$ cat src/pkg/dcr_pkg.sv
// Constants, register map and state type of the dual clock and reset unit.
`default_nettype none
package dcr_pkg;
  localparam logic [7:0]  CTRL_ADDR       = 8'h00;
  localparam logic [7:0]  SLOWDIV_ADDR    = 8'h04;
  localparam logic [7:0]  AUXDIV_ADDR     = 8'h08;
  localparam logic [7:0]  STATUS_ADDR     = 8'h0c;
  localparam int          SEL_BIT         = 0;
  localparam int          POR_BIT         = 1;
  localparam logic [7:0]  CTRL_RESET      = 8'h00;
  localparam logic [7:0]  SLOWDIV_RESET   = 8'hff;
  localparam logic [7:0]  AUXDIV_RESET    = 8'h00;
  localparam int          MAIN_TMR_W      = 14;
  localparam logic [13:0] MAIN_PRESET     = 14'h3fff;
  localparam int          SLOW_TMR_W      = 6;
  localparam logic [5:0]  SLOW_PRESET     = 6'h3f;
  localparam int          TOGGLE_W        = 8;
  localparam logic [7:0]  TOGGLE_LIMIT    = 8'hff;
  localparam logic [1:0]  HTRANS_NONSEQ   = 2'h2;
  localparam logic [1:0]  HTRANS_SEQ      = 2'h3;
  typedef enum logic [1:0] {RST_POWER, RST_ACTIVE, RST_RUN} dcr_rst_type;
endpackage
`default_nettype wire

$ cat src/design/dcr_dual_clock_reset.sv
// Dual clock and reset unit with an AHB-Lite register slave.
//
// Register access over AHB-Lite and the address map were chosen for this implementation.
`timescale 1ns/1ps
`default_nettype none
// Notes on behaviour
// - Main clock good after 16,384-cycle 14-bit delay.
// - Stop request presets main timer, oscillator off.
// - Release starts oscillator; zero halts, raises good.
// - Slow stop presets 6-bit timer, oscillator off.
// - Slow release counts down; zero raises good.
// - Prescaler: divide-by-two plus 8-bit divisor.
// - Prescaled slow clock is main/(2*(div+1)).
// - Mux picks prescaler or oscillator; reset prescaler.
// - Oscillator choice disables prescaler, needs toggling.
// - Dead slow oscillator keeps prescaler selected.
// - Power-on presets timer, asserts reset.
// - Timer zero releases reset unless pin low.
// - Power-on flag set by hardware, software clears.
// - Low reset pin holds internal reset.
// - Control bit 0 selects slow source, resets 0.
// - Slow divisor register resets to ff.
// - Low nibble divides first auxiliary clock.
// - High nibble divides second auxiliary clock.
// - Auxiliary divisor register resets to 00.
module dcr_dual_clock_reset (
  input  wire logic        clk,
  input  wire logic        rst_b,
  input  wire logic        hsel,
  input  wire logic [7:0]  haddr,
  input  wire logic [1:0]  htrans,
  input  wire logic        hwrite,
  input  wire logic [2:0]  hsize,
  input  wire logic [31:0] hwdata,
  input  wire logic        hready,
  output logic [31:0]      hrdata,
  output logic             hreadyout,
  output logic             hresp,
  input  wire logic        extResetPinB,
  input  wire logic        stopMainOsc,
  input  wire logic        stopSlowOsc,
  input  wire logic        slowOscIn,
  output logic             mainOscEnable,
  output logic             slowOscEnable,
  output logic             fastClockStable,
  output logic             slowClockStable,
  output logic             systemResetB,
  output logic             slowClockTick,
  output logic             slowFromOsc,
  output logic             auxClockTick1,
  output logic             auxClockTick2
);
  // Power-on is modelled by rst_b: all state takes constants here.
  logic [1:0]  pinSync;
  logic [1:0]  slowSync;
  logic        slowPrev;
  logic [7:0]  toggleCnt_reg;
  logic [7:0]  toggleCnt_next;
  logic        slowAlive_reg;
  logic        slowAlive_next;
  logic        selReg;
  logic        selNext;
  logic        porFlag_reg;
  logic        porFlag_next;
  logic [7:0]  slowDiv_reg;
  logic [7:0]  slowDiv_next;
  logic [7:0]  auxDiv_reg;
  logic [7:0]  auxDiv_next;
  logic        wrPend_reg;
  logic        wrPend_next;
  logic [7:0]  wrAddr_reg;
  logic [7:0]  wrAddr_next;
  logic [31:0] rdata_reg;
  logic [31:0] rdata_next;
  dcr_pkg::dcr_rst_type rstState_reg;
  dcr_pkg::dcr_rst_type rstState_next;
  logic        sysRstB_reg;
  logic        sysRstB_next;
  logic        useOsc_reg;
  logic        useOsc_next;
  logic        half_reg;
  logic        half_next;
  logic        slowTick_reg;
  logic        slowTick_next;
  logic        mainEn_reg;
  logic        slowEn_reg;
  logic        mainGood;
  logic        slowGood;
  logic        preTick;
  logic        aux1;
  logic        aux2;
  logic [13:0] mainCount;
  logic        addrPhase;

  function automatic logic [31:0] regRead(input logic [7:0] a,
                                          input logic s,
                                          input logic p,
                                          input logic [7:0] sd,
                                          input logic [7:0] ad,
                                          input logic [3:0] st);
    logic [31:0] r;
    r = 32'h0000_0000;
    case (a)
      dcr_pkg::CTRL_ADDR:
      begin
        r[dcr_pkg::SEL_BIT] = s;
        r[dcr_pkg::POR_BIT] = p;
      end
      dcr_pkg::SLOWDIV_ADDR: r[7:0] = sd;
      dcr_pkg::AUXDIV_ADDR:  r[7:0] = ad;
      dcr_pkg::STATUS_ADDR:  r[3:0] = st;
      default:               r = 32'h0000_0000;
    endcase
    return r;
  endfunction

  // Reset pin and slow oscillator come from outside the clock domain.
  always_ff @(posedge clk or negedge rst_b)
  begin
    if (!rst_b)
    begin
      pinSync  <= 2'h0;
      slowSync <= 2'h0;
      slowPrev <= 1'b0;
    end
    else
    begin
      pinSync  <= {pinSync[0], extResetPinB};
      slowSync <= {slowSync[0], slowOscIn};
      slowPrev <= slowSync[1];
    end
  end

  // The 14-bit timer is shared by power-on and main restart.
  dcr_startup_timer #(
    .W      (dcr_pkg::MAIN_TMR_W),
    .PRESET (dcr_pkg::MAIN_PRESET)
  ) uMainTimer (
    .clk   (clk),
    .rst_b (rst_b),
    .hold  (stopMainOsc),
    .count (mainCount),
    .good  (mainGood)
  );

  dcr_startup_timer #(
    .W      (dcr_pkg::SLOW_TMR_W),
    .PRESET (dcr_pkg::SLOW_PRESET)
  ) uSlowTimer (
    .clk   (clk),
    .rst_b (rst_b),
    .hold  (stopSlowOsc),
    .count (),
    .good  (slowGood)
  );

  // The prescaler halts while the oscillator is the source.
  dcr_clock_divider #(.W(8)) uPre (
    .clk   (clk),
    .rst_b (rst_b),
    .run   (!useOsc_reg),
    .div   (slowDiv_reg),
    .tick  (preTick)
  );

  dcr_clock_divider #(.W(4)) uAux1 (
    .clk   (clk),
    .rst_b (rst_b),
    .run   (1'b1),
    .div   (auxDiv_reg[3:0]),
    .tick  (aux1)
  );

  dcr_clock_divider #(.W(4)) uAux2 (
    .clk   (clk),
    .rst_b (rst_b),
    .run   (1'b1),
    .div   (auxDiv_reg[7:4]),
    .tick  (aux2)
  );

  assign addrPhase = hsel && hready &&
                     (htrans == dcr_pkg::HTRANS_NONSEQ ||
                      htrans == dcr_pkg::HTRANS_SEQ);

  always_comb
  begin
    toggleCnt_next = toggleCnt_reg;
    slowAlive_next = slowAlive_reg;
    // A toggle must be seen within 256 cycles to count as running.
    if (slowSync[1] != slowPrev)
    begin
      toggleCnt_next = 8'h00;
      slowAlive_next = 1'b1;
    end
    else if (toggleCnt_reg == dcr_pkg::TOGGLE_LIMIT)
    begin
      slowAlive_next = 1'b0;
    end
    else
    begin
      toggleCnt_next = toggleCnt_reg + 8'h01;
    end
    // Source switch only with a live, stable oscillator.
    useOsc_next = selReg && slowAlive_reg && slowGood;
    half_next     = half_reg;
    slowTick_next = 1'b0;
    if (useOsc_reg)
    begin
      slowTick_next = slowSync[1] && !slowPrev;
    end
    else if (preTick)
    begin
      half_next     = !half_reg;
      slowTick_next = half_reg;
    end
  end

  always_comb
  begin
    rstState_next = rstState_reg;
    sysRstB_next  = 1'b0;
    case (rstState_reg)
      dcr_pkg::RST_POWER:
      begin
        if (mainCount == '0)
        begin
          rstState_next = dcr_pkg::RST_ACTIVE;
        end
      end
      dcr_pkg::RST_ACTIVE:
      begin
        if (pinSync[1])
        begin
          rstState_next = dcr_pkg::RST_RUN;
        end
      end
      dcr_pkg::RST_RUN:
      begin
        sysRstB_next = 1'b1;
        if (!pinSync[1])
        begin
          rstState_next = dcr_pkg::RST_ACTIVE;
          sysRstB_next  = 1'b0;
        end
      end
      default:
      begin
        rstState_next = dcr_pkg::RST_POWER;
      end
    endcase
  end

  always_comb
  begin
    selNext      = selReg;
    porFlag_next = porFlag_reg;
    slowDiv_next = slowDiv_reg;
    auxDiv_next  = auxDiv_reg;
    wrPend_next  = addrPhase && hwrite;
    wrAddr_next  = addrPhase ? haddr : wrAddr_reg;
    rdata_next   = rdata_reg;
    if (wrPend_reg)
    begin
      case (wrAddr_reg)
        dcr_pkg::CTRL_ADDR:
        begin
          selNext = hwdata[dcr_pkg::SEL_BIT];
          if (!hwdata[dcr_pkg::POR_BIT])
          begin
            porFlag_next = 1'b0;
          end
        end
        dcr_pkg::SLOWDIV_ADDR: slowDiv_next = hwdata[7:0];
        dcr_pkg::AUXDIV_ADDR:  auxDiv_next  = hwdata[7:0];
        default:               selNext      = selReg;
      endcase
    end
    if (addrPhase && !hwrite)
    begin
      rdata_next = regRead(haddr, selReg, porFlag_reg, slowDiv_reg,
                           auxDiv_reg,
                           {useOsc_reg, sysRstB_reg, slowGood, mainGood});
    end
  end

  always_ff @(posedge clk or negedge rst_b)
  begin
    if (!rst_b)
    begin
      toggleCnt_reg <= 8'h00;
      slowAlive_reg <= 1'b0;
      useOsc_reg    <= 1'b0;
      half_reg      <= 1'b0;
      slowTick_reg  <= 1'b0;
      rstState_reg  <= dcr_pkg::RST_POWER;
      sysRstB_reg   <= 1'b0;
      selReg        <= dcr_pkg::CTRL_RESET[dcr_pkg::SEL_BIT];
      porFlag_reg   <= 1'b1;
      slowDiv_reg   <= dcr_pkg::SLOWDIV_RESET;
      auxDiv_reg    <= dcr_pkg::AUXDIV_RESET;
      wrPend_reg    <= 1'b0;
      wrAddr_reg    <= 8'h00;
      rdata_reg     <= 32'h0000_0000;
      mainEn_reg    <= 1'b0;
      slowEn_reg    <= 1'b0;
    end
    else
    begin
      toggleCnt_reg <= toggleCnt_next;
      slowAlive_reg <= slowAlive_next;
      useOsc_reg    <= useOsc_next;
      half_reg      <= half_next;
      slowTick_reg  <= slowTick_next;
      rstState_reg  <= rstState_next;
      sysRstB_reg   <= sysRstB_next;
      selReg        <= selNext;
      porFlag_reg   <= porFlag_next;
      slowDiv_reg   <= slowDiv_next;
      auxDiv_reg    <= auxDiv_next;
      wrPend_reg    <= wrPend_next;
      wrAddr_reg    <= wrAddr_next;
      rdata_reg     <= rdata_next;
      mainEn_reg    <= !stopMainOsc;
      slowEn_reg    <= !stopSlowOsc;
    end
  end

  // Good flags come straight from the timer flops.
  assign fastClockStable = mainGood;
  assign slowClockStable = slowGood;
  assign mainOscEnable   = mainEn_reg;
  assign slowOscEnable   = slowEn_reg;
  assign systemResetB    = sysRstB_reg;
  assign slowClockTick   = slowTick_reg;
  assign slowFromOsc     = useOsc_reg;
  assign auxClockTick1   = aux1;
  assign auxClockTick2   = aux2;
  assign hrdata          = rdata_reg;
  assign hreadyout       = 1'b1;
  assign hresp           = 1'b0;
endmodule
`default_nettype wire

$ cat src/design/dcr_startup_timer.sv
// Start-up down-counter that reports a stable clock after its preset expires.
`timescale 1ns/1ps
`default_nettype none
module dcr_startup_timer #(
  parameter int          W      = 14,
  parameter logic [W-1:0] PRESET = '1
) (
  input  wire logic         clk,
  input  wire logic         rst_b,
  input  wire logic         hold,
  output logic [W-1:0]      count,
  output logic              good
);
  logic [W-1:0] countReg;
  logic [W-1:0] countNext;
  logic         goodReg;
  logic         goodNext;

  always_comb
  begin
    countNext = countReg;
    goodNext  = goodReg;
    if (hold)
    begin
      countNext = PRESET;
      goodNext  = 1'b0;
    end
    else if (countReg != '0)
    begin
      countNext = countReg - 1'b1;
      goodNext  = 1'b0;
    end
    else
    begin
      goodNext = 1'b1;
    end
  end

  always_ff @(posedge clk or negedge rst_b)
  begin
    if (!rst_b)
    begin
      countReg <= PRESET;
      goodReg  <= 1'b0;
    end
    else
    begin
      countReg <= countNext;
      goodReg  <= goodNext;
    end
  end

  assign count = countReg;
  assign good  = goodReg;
endmodule
`default_nettype wire

$ cat src/design/dcr_clock_divider.sv
// Programmable divider producing a one-cycle enable every (div+1) cycles.
`timescale 1ns/1ps
`default_nettype none
module dcr_clock_divider #(
  parameter int W = 8
) (
  input  wire logic         clk,
  input  wire logic         rst_b,
  input  wire logic         run,
  input  wire logic [W-1:0] div,
  output logic              tick
);
  logic [W-1:0] cntReg;
  logic [W-1:0] cntNext;
  logic         tickReg;
  logic         tickNext;

  always_comb
  begin
    cntNext  = cntReg;
    tickNext = 1'b0;
    if (!run)
    begin
      cntNext = '0;
    end
    else if (cntReg >= div)
    begin
      cntNext  = '0;
      tickNext = 1'b1;
    end
    else
    begin
      cntNext = cntReg + 1'b1;
    end
  end

  always_ff @(posedge clk or negedge rst_b)
  begin
    if (!rst_b)
    begin
      cntReg  <= '0;
      tickReg <= 1'b0;
    end
    else
    begin
      cntReg  <= cntNext;
      tickReg <= tickNext;
    end
  end

  assign tick = tickReg;
endmodule
`default_nettype wire

$ cat config.mk
export PLATFORM = sky130hd
export DESIGN_NAME = dcr_dual_clock_reset
export DESIGN_NICKNAME = d
export VERILOG_FILES = /design/src/pkg/dcr_pkg.sv /design/src/design/dcr_dual_clock_reset.sv /design/src/design/dcr_startup_timer.sv /design/src/design/dcr_clock_divider.sv
export SDC_FILE = /design/constraint.sdc
export NUM_CORES = 1
export LEC_CHECK = 0
export ABC_AREA = 0
export ABC_CLOCK_PERIOD_IN_PS = 2500
export BUFFER_PORTS_ARGS = -buffer_cell sky130_fd_sc_hd__buf_4
export CAP_MARGIN = 20
export CORE_ASPECT_RATIO = 1.5
export CORE_MARGIN = 2
export CORE_UTILIZATION = 50
export DETAILED_ROUTE_END_ITERATION = 7
export GPL_TIMING_DRIVEN = 1
export PLACE_DENSITY = 0.85
export SYNTH_ARGS = -nofsm -noshare
export SYNTH_HDL_FRONTEND = slang
export SYNTH_SLANG_ARGS = --single-unit
$ cat constraint.sdc
create_clock -name clk -period 2.5 [get_ports clk]
set_input_delay 0.125 -clock clk [delete_from_list [all_inputs] [get_ports clk]]
set_output_delay 0.125 -clock clk [all_outputs]
set_load 0.05 [all_outputs]
=== Word level (Yosys, flattened, before mapping) ===
Index checks and enable logic that the tools add are counted.

* Flip-flop bits (word level): 98
* Output and inout port bits: 43

* $lt $le $gt $ge: 3
* Add/sub/neg operators: 6
* Muxes and demuxes: 31
* Reduce and logical (&&, ||, !) cells: 28
* Bitwise operators: 2
* Equal/unequal tests: 15

{| class="wikitable"
|+ Operators with widths
! cell !! count
|-
| $mux 8 || 4
|-
| $mux 14 || 2
|-
| $eq 8x4->1 const B || 3
|-
| $add 8x1->8 const B || 2
|-
| $eq 8x3->1 const B || 2
|-
| $logic_not 8->1 || 2
|-
| $logic_not 14->1 || 1
|-
| $mux 1 || 14
|-
| $reduce_bool 14->1 || 1
|-
| $sub 14x1->14 const B || 1
|-
| $mux 6 || 2
|-
| $pmux 2 s3 || 2
|-
| $add 4x1->4 const B || 2
|-
| $eq 8x8->1 const B || 1
|-
| $ge 4x4->1 || 2
|-
| $ge 8x8->1 || 1
|-
| $mux 4 || 2
|-
| $ne 2x2->1 const B || 4
|-
| $pmux 2 s4 || 1
|-
| $pmux 4 s2 || 1
|-
| $reduce_and 2->1 || 4
|-
| $logic_and 1x1->1 || 7
|-
| $eq 2x2->1 const B || 3
|-
| $mux 2 || 3
|-
| other kinds (10) || 18
|}

=== Logic depth before layout (Yosys ltp) ===
* Depth in word-level cells: 4
* Mapped depth: 7
* Mapped depth without buffers: 6

=== By module ===
From an unflattened synthesis, not the netlist that was laid out.

* Cell total of the unflattened synthesis: 444
* Area total of the unflattened synthesis: 5049.8 um^2

{| class="wikitable"
|+ By module, submodules not included
! module !! cells each !! seq. area each (um^2) !! area each (um^2) !! times used
|-
| dcr_dual_clock_reset || 215 || 1437.6 || 2620.0 || 1
|-
| dcr_startup_timer (uMainTimer) || 78 || 392.9 || 840.8 || 1
|-
| dcr_clock_divider (uAux1 ...) || 28 || 125.1 || 304.0 || 2
|-
| dcr_clock_divider (uPre) || 59 || 225.2 || 596.8 || 1
|-
| dcr_startup_timer (uSlowTimer) || 36 || 182.7 || 384.1 || 1
|}

=== Least setup slack after synthesis ===
OpenSTA, ideal clock, no wires.

* Path type: reg2reg
* Start point: register wrAddr_reg[4]
* End point: register selReg
* Data required time: 2.375 ns
* Cell stages (with the launch flop): 5
* Data arrival time: 1.753 ns
* Library setup time: 0.125 ns
* Slack: 0.622 ns
* Cell sequence: dfrtp_1 or4b_4 nor4_4 nor3b_2 mux2_2

* Cells in the longest elaborated chain, start to end: 2

{| class="wikitable"
|+ RTL lines
! element !! line !! source
|-
| start, declared || dcr_dual_clock_reset.sv:71 || <nowiki>logic [7:0] wrAddr_reg;</nowiki>
|-
| start signal, assigned || dcr_dual_clock_reset.sv:322 || <nowiki>wrAddr_reg <= wrAddr_next;</nowiki>
|-
| $logic_not 8->1 || dcr_dual_clock_reset.sv:265 || <nowiki>case (wrAddr_reg)</nowiki>
|-
| $reduce_and 2->1 (no line) || n/a ||
|-
| end signal, assigned || dcr_dual_clock_reset.sv:298 || <nowiki>selReg <= dcr_pkg::CTRL_RESET[dcr_pkg::SEL_BIT];</nowiki>
|-
| end signal, assigned || dcr_dual_clock_reset.sv:317 || <nowiki>selReg <= selNext;</nowiki>
|-
| end, declared || dcr_dual_clock_reset.sv:61 || <nowiki>logic selReg;</nowiki>
|}

No other way between the ends.
A chain may end at the register's enable or synchronous reset.

=== Worst setup path in the final report ===
* Start point: register slowDiv_reg[2]
* End point: register uPre.cntReg[4]

* Cells in the longest elaborated chain, start to end: 3

{| class="wikitable"
|+ RTL lines
! element !! line !! source
|-
| start, declared || dcr_dual_clock_reset.sv:65 || <nowiki>logic [7:0] slowDiv_reg;</nowiki>
|-
| start signal, assigned || dcr_dual_clock_reset.sv:300 || <nowiki>slowDiv_reg <= dcr_pkg::SLOWDIV_RESET;</nowiki>
|-
| start signal, assigned || dcr_dual_clock_reset.sv:319 || <nowiki>slowDiv_reg <= slowDiv_next;</nowiki>
|-
| $ge 8x8->1 || dcr_clock_divider.sv:26 || <nowiki>else if (cntReg >= div)</nowiki>
|-
| $mux 8 || dcr_clock_divider.sv:26 ||
|-
| $mux 8 || dcr_clock_divider.sv:22 || <nowiki>if (!run)</nowiki>
|-
| named net uPre.cntNext[4] || dcr_clock_divider.sv:14 || <nowiki>logic [W-1:0] cntNext;</nowiki>
|-
| end signal, assigned || dcr_clock_divider.sv:46 || <nowiki>cntReg <= cntNext;</nowiki>
|-
| end, declared || dcr_clock_divider.sv:13 || <nowiki>logic [W-1:0] cntReg;</nowiki>
|}

The timed path passes the listed nets, and every way through them passes these cells.

==> implementation parameters <==
Parameter                              Value

Outcome
  Outcome ... finished, final reports clean

Worst hold path
  Worst min-delay path class ... in2reg
  Instance count along the most critical hold path ... 2
  Hold Crit Start ... haddr[4]
  Hold worst-path end ... wrAddr_reg[4]

Synth
  Area fraction of the dominant cell type after synthesis ... 35.3%
  Simple-gate portion of the synthesized area ... 16.3%
  Cells after Synth ... 440
  Synthesized-area fraction occupied by ao, oa, aoi and oai cells ... 9.42%
  Mux cell area share after synthesis ... 6.78%
  Number of distinct library cells after synthesis ... 52
  Total of flip-flops plus latches after synthesis ... 98
  Syn_area_per_cell ... 11.1 sq um
  Dominant register cell in the synthesized netlist ... dfrtp_1
  Seq/Total Area, Yosys ... 50.9%
  Cell area after synthesis ... 4890 sq um
  Post-synthesis share of cell area spent on xor and xnor gates ... 3.05%
  Cell types occupying the most area after synthesis ... dfrtp_1 (35%), dfstp_2 (16%), ha_1 (6.1%), mux2_2 (5.8%), buf_4 (4.0%)
  Synthesis warning total ... 0
  Synth async-reset ratio ... 100%
  Main combinational cell family by area after synthesis ... simple AND/OR/NAND/NOR gates
  Biggest area consumer among synthesized cells ... dfrtp_1
  Adder-Cell Fraction of Synth Area ... 6.14%
  Number of synthesized flops with an enable pin ... 0

Global route
  Maximum number of pins on one net before global-route repair ... 99
  Vias in the first global route ... 3452
  Met2 track demand over resource in global routing ... 31.1%
  Met1 track utilization from global routing ... 21.3%
  Initial antenna violation count ... 0
  Overall routing resource usage ... 18.1%
  Met3 GRT Util ... 3.30%
  Congestion Overflow GR ... 0
  First-pass GRT wire length ... 15600 um
  Busiest layer in global routing ... met2

Floorplan
  Die ar. ... 10600 sq um
  Die Y ... 125 um
  Count of boundary I/O pins ... 97
  Initial core utilization ... 51.0%
  Die span in x ... 84.7 um
  Area of the placeable core ... 9580 sq um
  Number of cell rows ... 44

STA
  Slew @ Worst Pin ... 0.513 ns
  Minimum hold slack ... 0.0280 ns
  Share of the clock period used by the worst path after layout ... 80.7%
  Upper clock frequency limit ... 0.496 GHz
  Number of pins exceeding their max-slew limit in the final report ... 0
  Final critical-path required period ... 2.02 ns
  Total negative slack ... 0 ns
  Final Skew ... 0.00608 ns
  Final count of negative-setup-slack endpoints ... 0
  Endpoints failing hold ... 0
  Max-slew headroom at the worst pin ... 65.8%
  Unrepaired setup endpoints after global routing ... no

Critical path
  Number of cells on the worst reg-to-reg path ... 7
  Delay contributed by the slowest stage of the critical path ... 0.53 ns
  Slowest-stage cell, CP ... dfstp_2
  Destination of the worst register-to-register timing path ... uPre.cntReg[4]
  Critical path peak fanout ... 8
  CP Data Arrival Time ... 2.27 ns
  CP Capture Type ... flip-flop
  Series of cell instances along the critical path ... inv_1, ha_1, or4_1, a21oi_1, o31ai_1, buf_2, nor3_1
  Kind of critical path ... reg2reg
  Req. time, crit path ... 2.75 ns
  Start of the worst register-to-register path ... slowDiv_reg[2]
  CP bufs+invs ... 2
  Reg-to-reg setup timing slack ... 0.48 ns
  Kind of cell adding the most delay to the critical path ... simple AND/OR/NAND/NOR gates
  Kind of start point of the critical path ... flip-flop

Clocking
  Maximum root-to-sink buffer count ... 2
  Clock edge transition at the registers on the reported setup and hold paths ... 0.06 ns
  Number of clock buffers inserted by TritonCTS ... 9
  Clock root buffer ... clkbuf_16
  Clock network latency to the later pin of the worst-skew pair ... 0.34 ns
  Number of setup buffers added after CTS ... 0
  TritonCTS clock tree ... yes
  H-tree depth reported by CTS ... 3
  Clock sink count ... 98

Placement
  Total instance count after detailed placement ... 588
  IO Port Bufs ... 42
  Post-DP HPWL ... 6450 um
  Routability Congestion ... 0.849

Final layout
  Fraction of final layout cells sized beyond drive strength 1 ... 24.6%
  Area grow syn2layout ... 13.8%
  Final net count ... 568
  Largest register FFs ... 14
  FF/Latch Area ... 2490 sq um
  Final std cells w/o fill ... 610
  Total area of multi-input combinational cells ... 2130 sq um
  Fillers ... 789
  Antenna diode instance count ... 0

Drt
  Vias after detailed routing ... 3312
  Antenna viol nets, final ... 0
  Number of DRC markers after the initial detailed-route iteration ... 104
  Routed WL ... 8960 um
  WL/cell ... 14.7 um
  Per-cell via count in the routed design ... 5.43
  DRC errors left ... 0
  DR pass1 iterations ... 4

Job
  Max-cap check violation count ... 0

Power
  Static leakage ... 2.66 nW
  VDD IR max ... 529 uV
  P per Cell Area ... 778 nW/um^2
  Pwr Total ... 0.00433 W
-- metrics by stage --
stage / setup WS [ns] / utilization (%) / cell area (sq um)
after CTS: 0.236 / 58.0 / 5560
after global routing: 0.352 / 58.1 / 5560
after floorplan: 0.622 / - / 4980
after global placement: 0.348 / 54.7 / 5240
final: 0.482 / 58.1 / 5560
after detailed placement: 0.268 / 54.7 / 5240
-- per-layer routing --
layer	wire length, um	part of all wire (%)
met4	285	3.2
met2	4730	53
met3	332	3.7
met5	0	0
met1	3610	40
-- synth_stat cells (6+ instances only) --
cell	count
dfrtp_1	69
inv_1	31
dfstp_2	29
buf_4	26
mux2_2	25
ha_1	24
nand2_1	22
nor2_1	22
o21ai_0	20
nand3_1	19
xor2_1	11
a21oi_1	10
a211oi_1	9
clkbuf_1	9
and3_1	8
nor3_1	8
a21o_1	7
nand2b_1	7
a221oi_1	6
or4_1	6
xnor2_1	6
-- layout by cell type (no fill, tap or decap), types with 6 or more instances in the layout --
cell type  netlist  routed
a21oi_1         10      10
nand2_1         22      22
conb_1           2      26
o21ai_0         20      20
or4_1            6       6
nor2_1          22      22
xnor2_1          6       6
and3_1           8       8
nand3_1         19      19
xor2_1          11      11
mux2_2          25      25
buf_4           26      45
clkbuf_16        0       9
nand2b_1         7       7
a221oi_1         6       6
a211oi_1         9       9
inv_1           31      31
nor3_1           8       8
a21o_1           7       7
dfstp_2         29      29
ha_1            24      24
dfrtp_1         69      69
-- kinds of logic (layout without fill, tap and decap cells) --
| kind of cell | count (synthesis) | in the layout |
|---|---|---|
| muxes | 30 | 30 |
| buffers and inverters | 68 | 99 |
| other | 2 | 26 |
| AOI/OAI and AO/OA | 70 | 70 |
| DFF | 98 | 98 |
| and+or+nand+nor | 131 | 131 |
| adders and majority gates | 24 | 24 |
| xor gates and xnor gates | 17 | 17 |
-- layout make-up --
cell class / instances / area share (%)
Sequential cell: 98 / 44.7
Multi-Input combinational cell: 298 / 38.4
Timing Repair Buffer: 52 / 7.42
Clock buffer: 14 / 4.57
Tap cell: 115 / 2.59
Inverter: 31 / 2.09
Clock inverter: 2 / 0.225
-- timing repair --
| item | CTS | global route |
|---|---|---|
| hold buffers | 5 | 0 |
| endpoints found under the hold margin | 73 | 0 |
| setup endpoints to repair | 0 | 0 |
| resized for setup | 0 | 0 |
-- worst max path at each step --
stage | startpoint | to | slack [ns] | cells after the start
3_3_place_gp | slowDiv_reg[4] | uPre.tick | 0.35 | 6
2_1_floorplan | wrAddr_reg[4] | selReg | 0.62 | 4
5_1_grt | slowDiv_reg[1] | uPre.cntReg[4] | 0.35 | 7
4_1_cts | slowDiv_reg[4] | uPre.tick | 0.24 | 6
6_report | slowDiv_reg[2] | uPre.cntReg[4] | 0.48 | 7
3_5_place_dp | slowDiv_reg[4] | uPre.tick | 0.27 | 6
-- where the power goes --
part           switching [W]  internal, W
sequential          0.000201      0.00183
combinational       0.000600     0.000451
clock               0.000550     0.000701
Note: power is estimated with default switching activity, not from simulation.
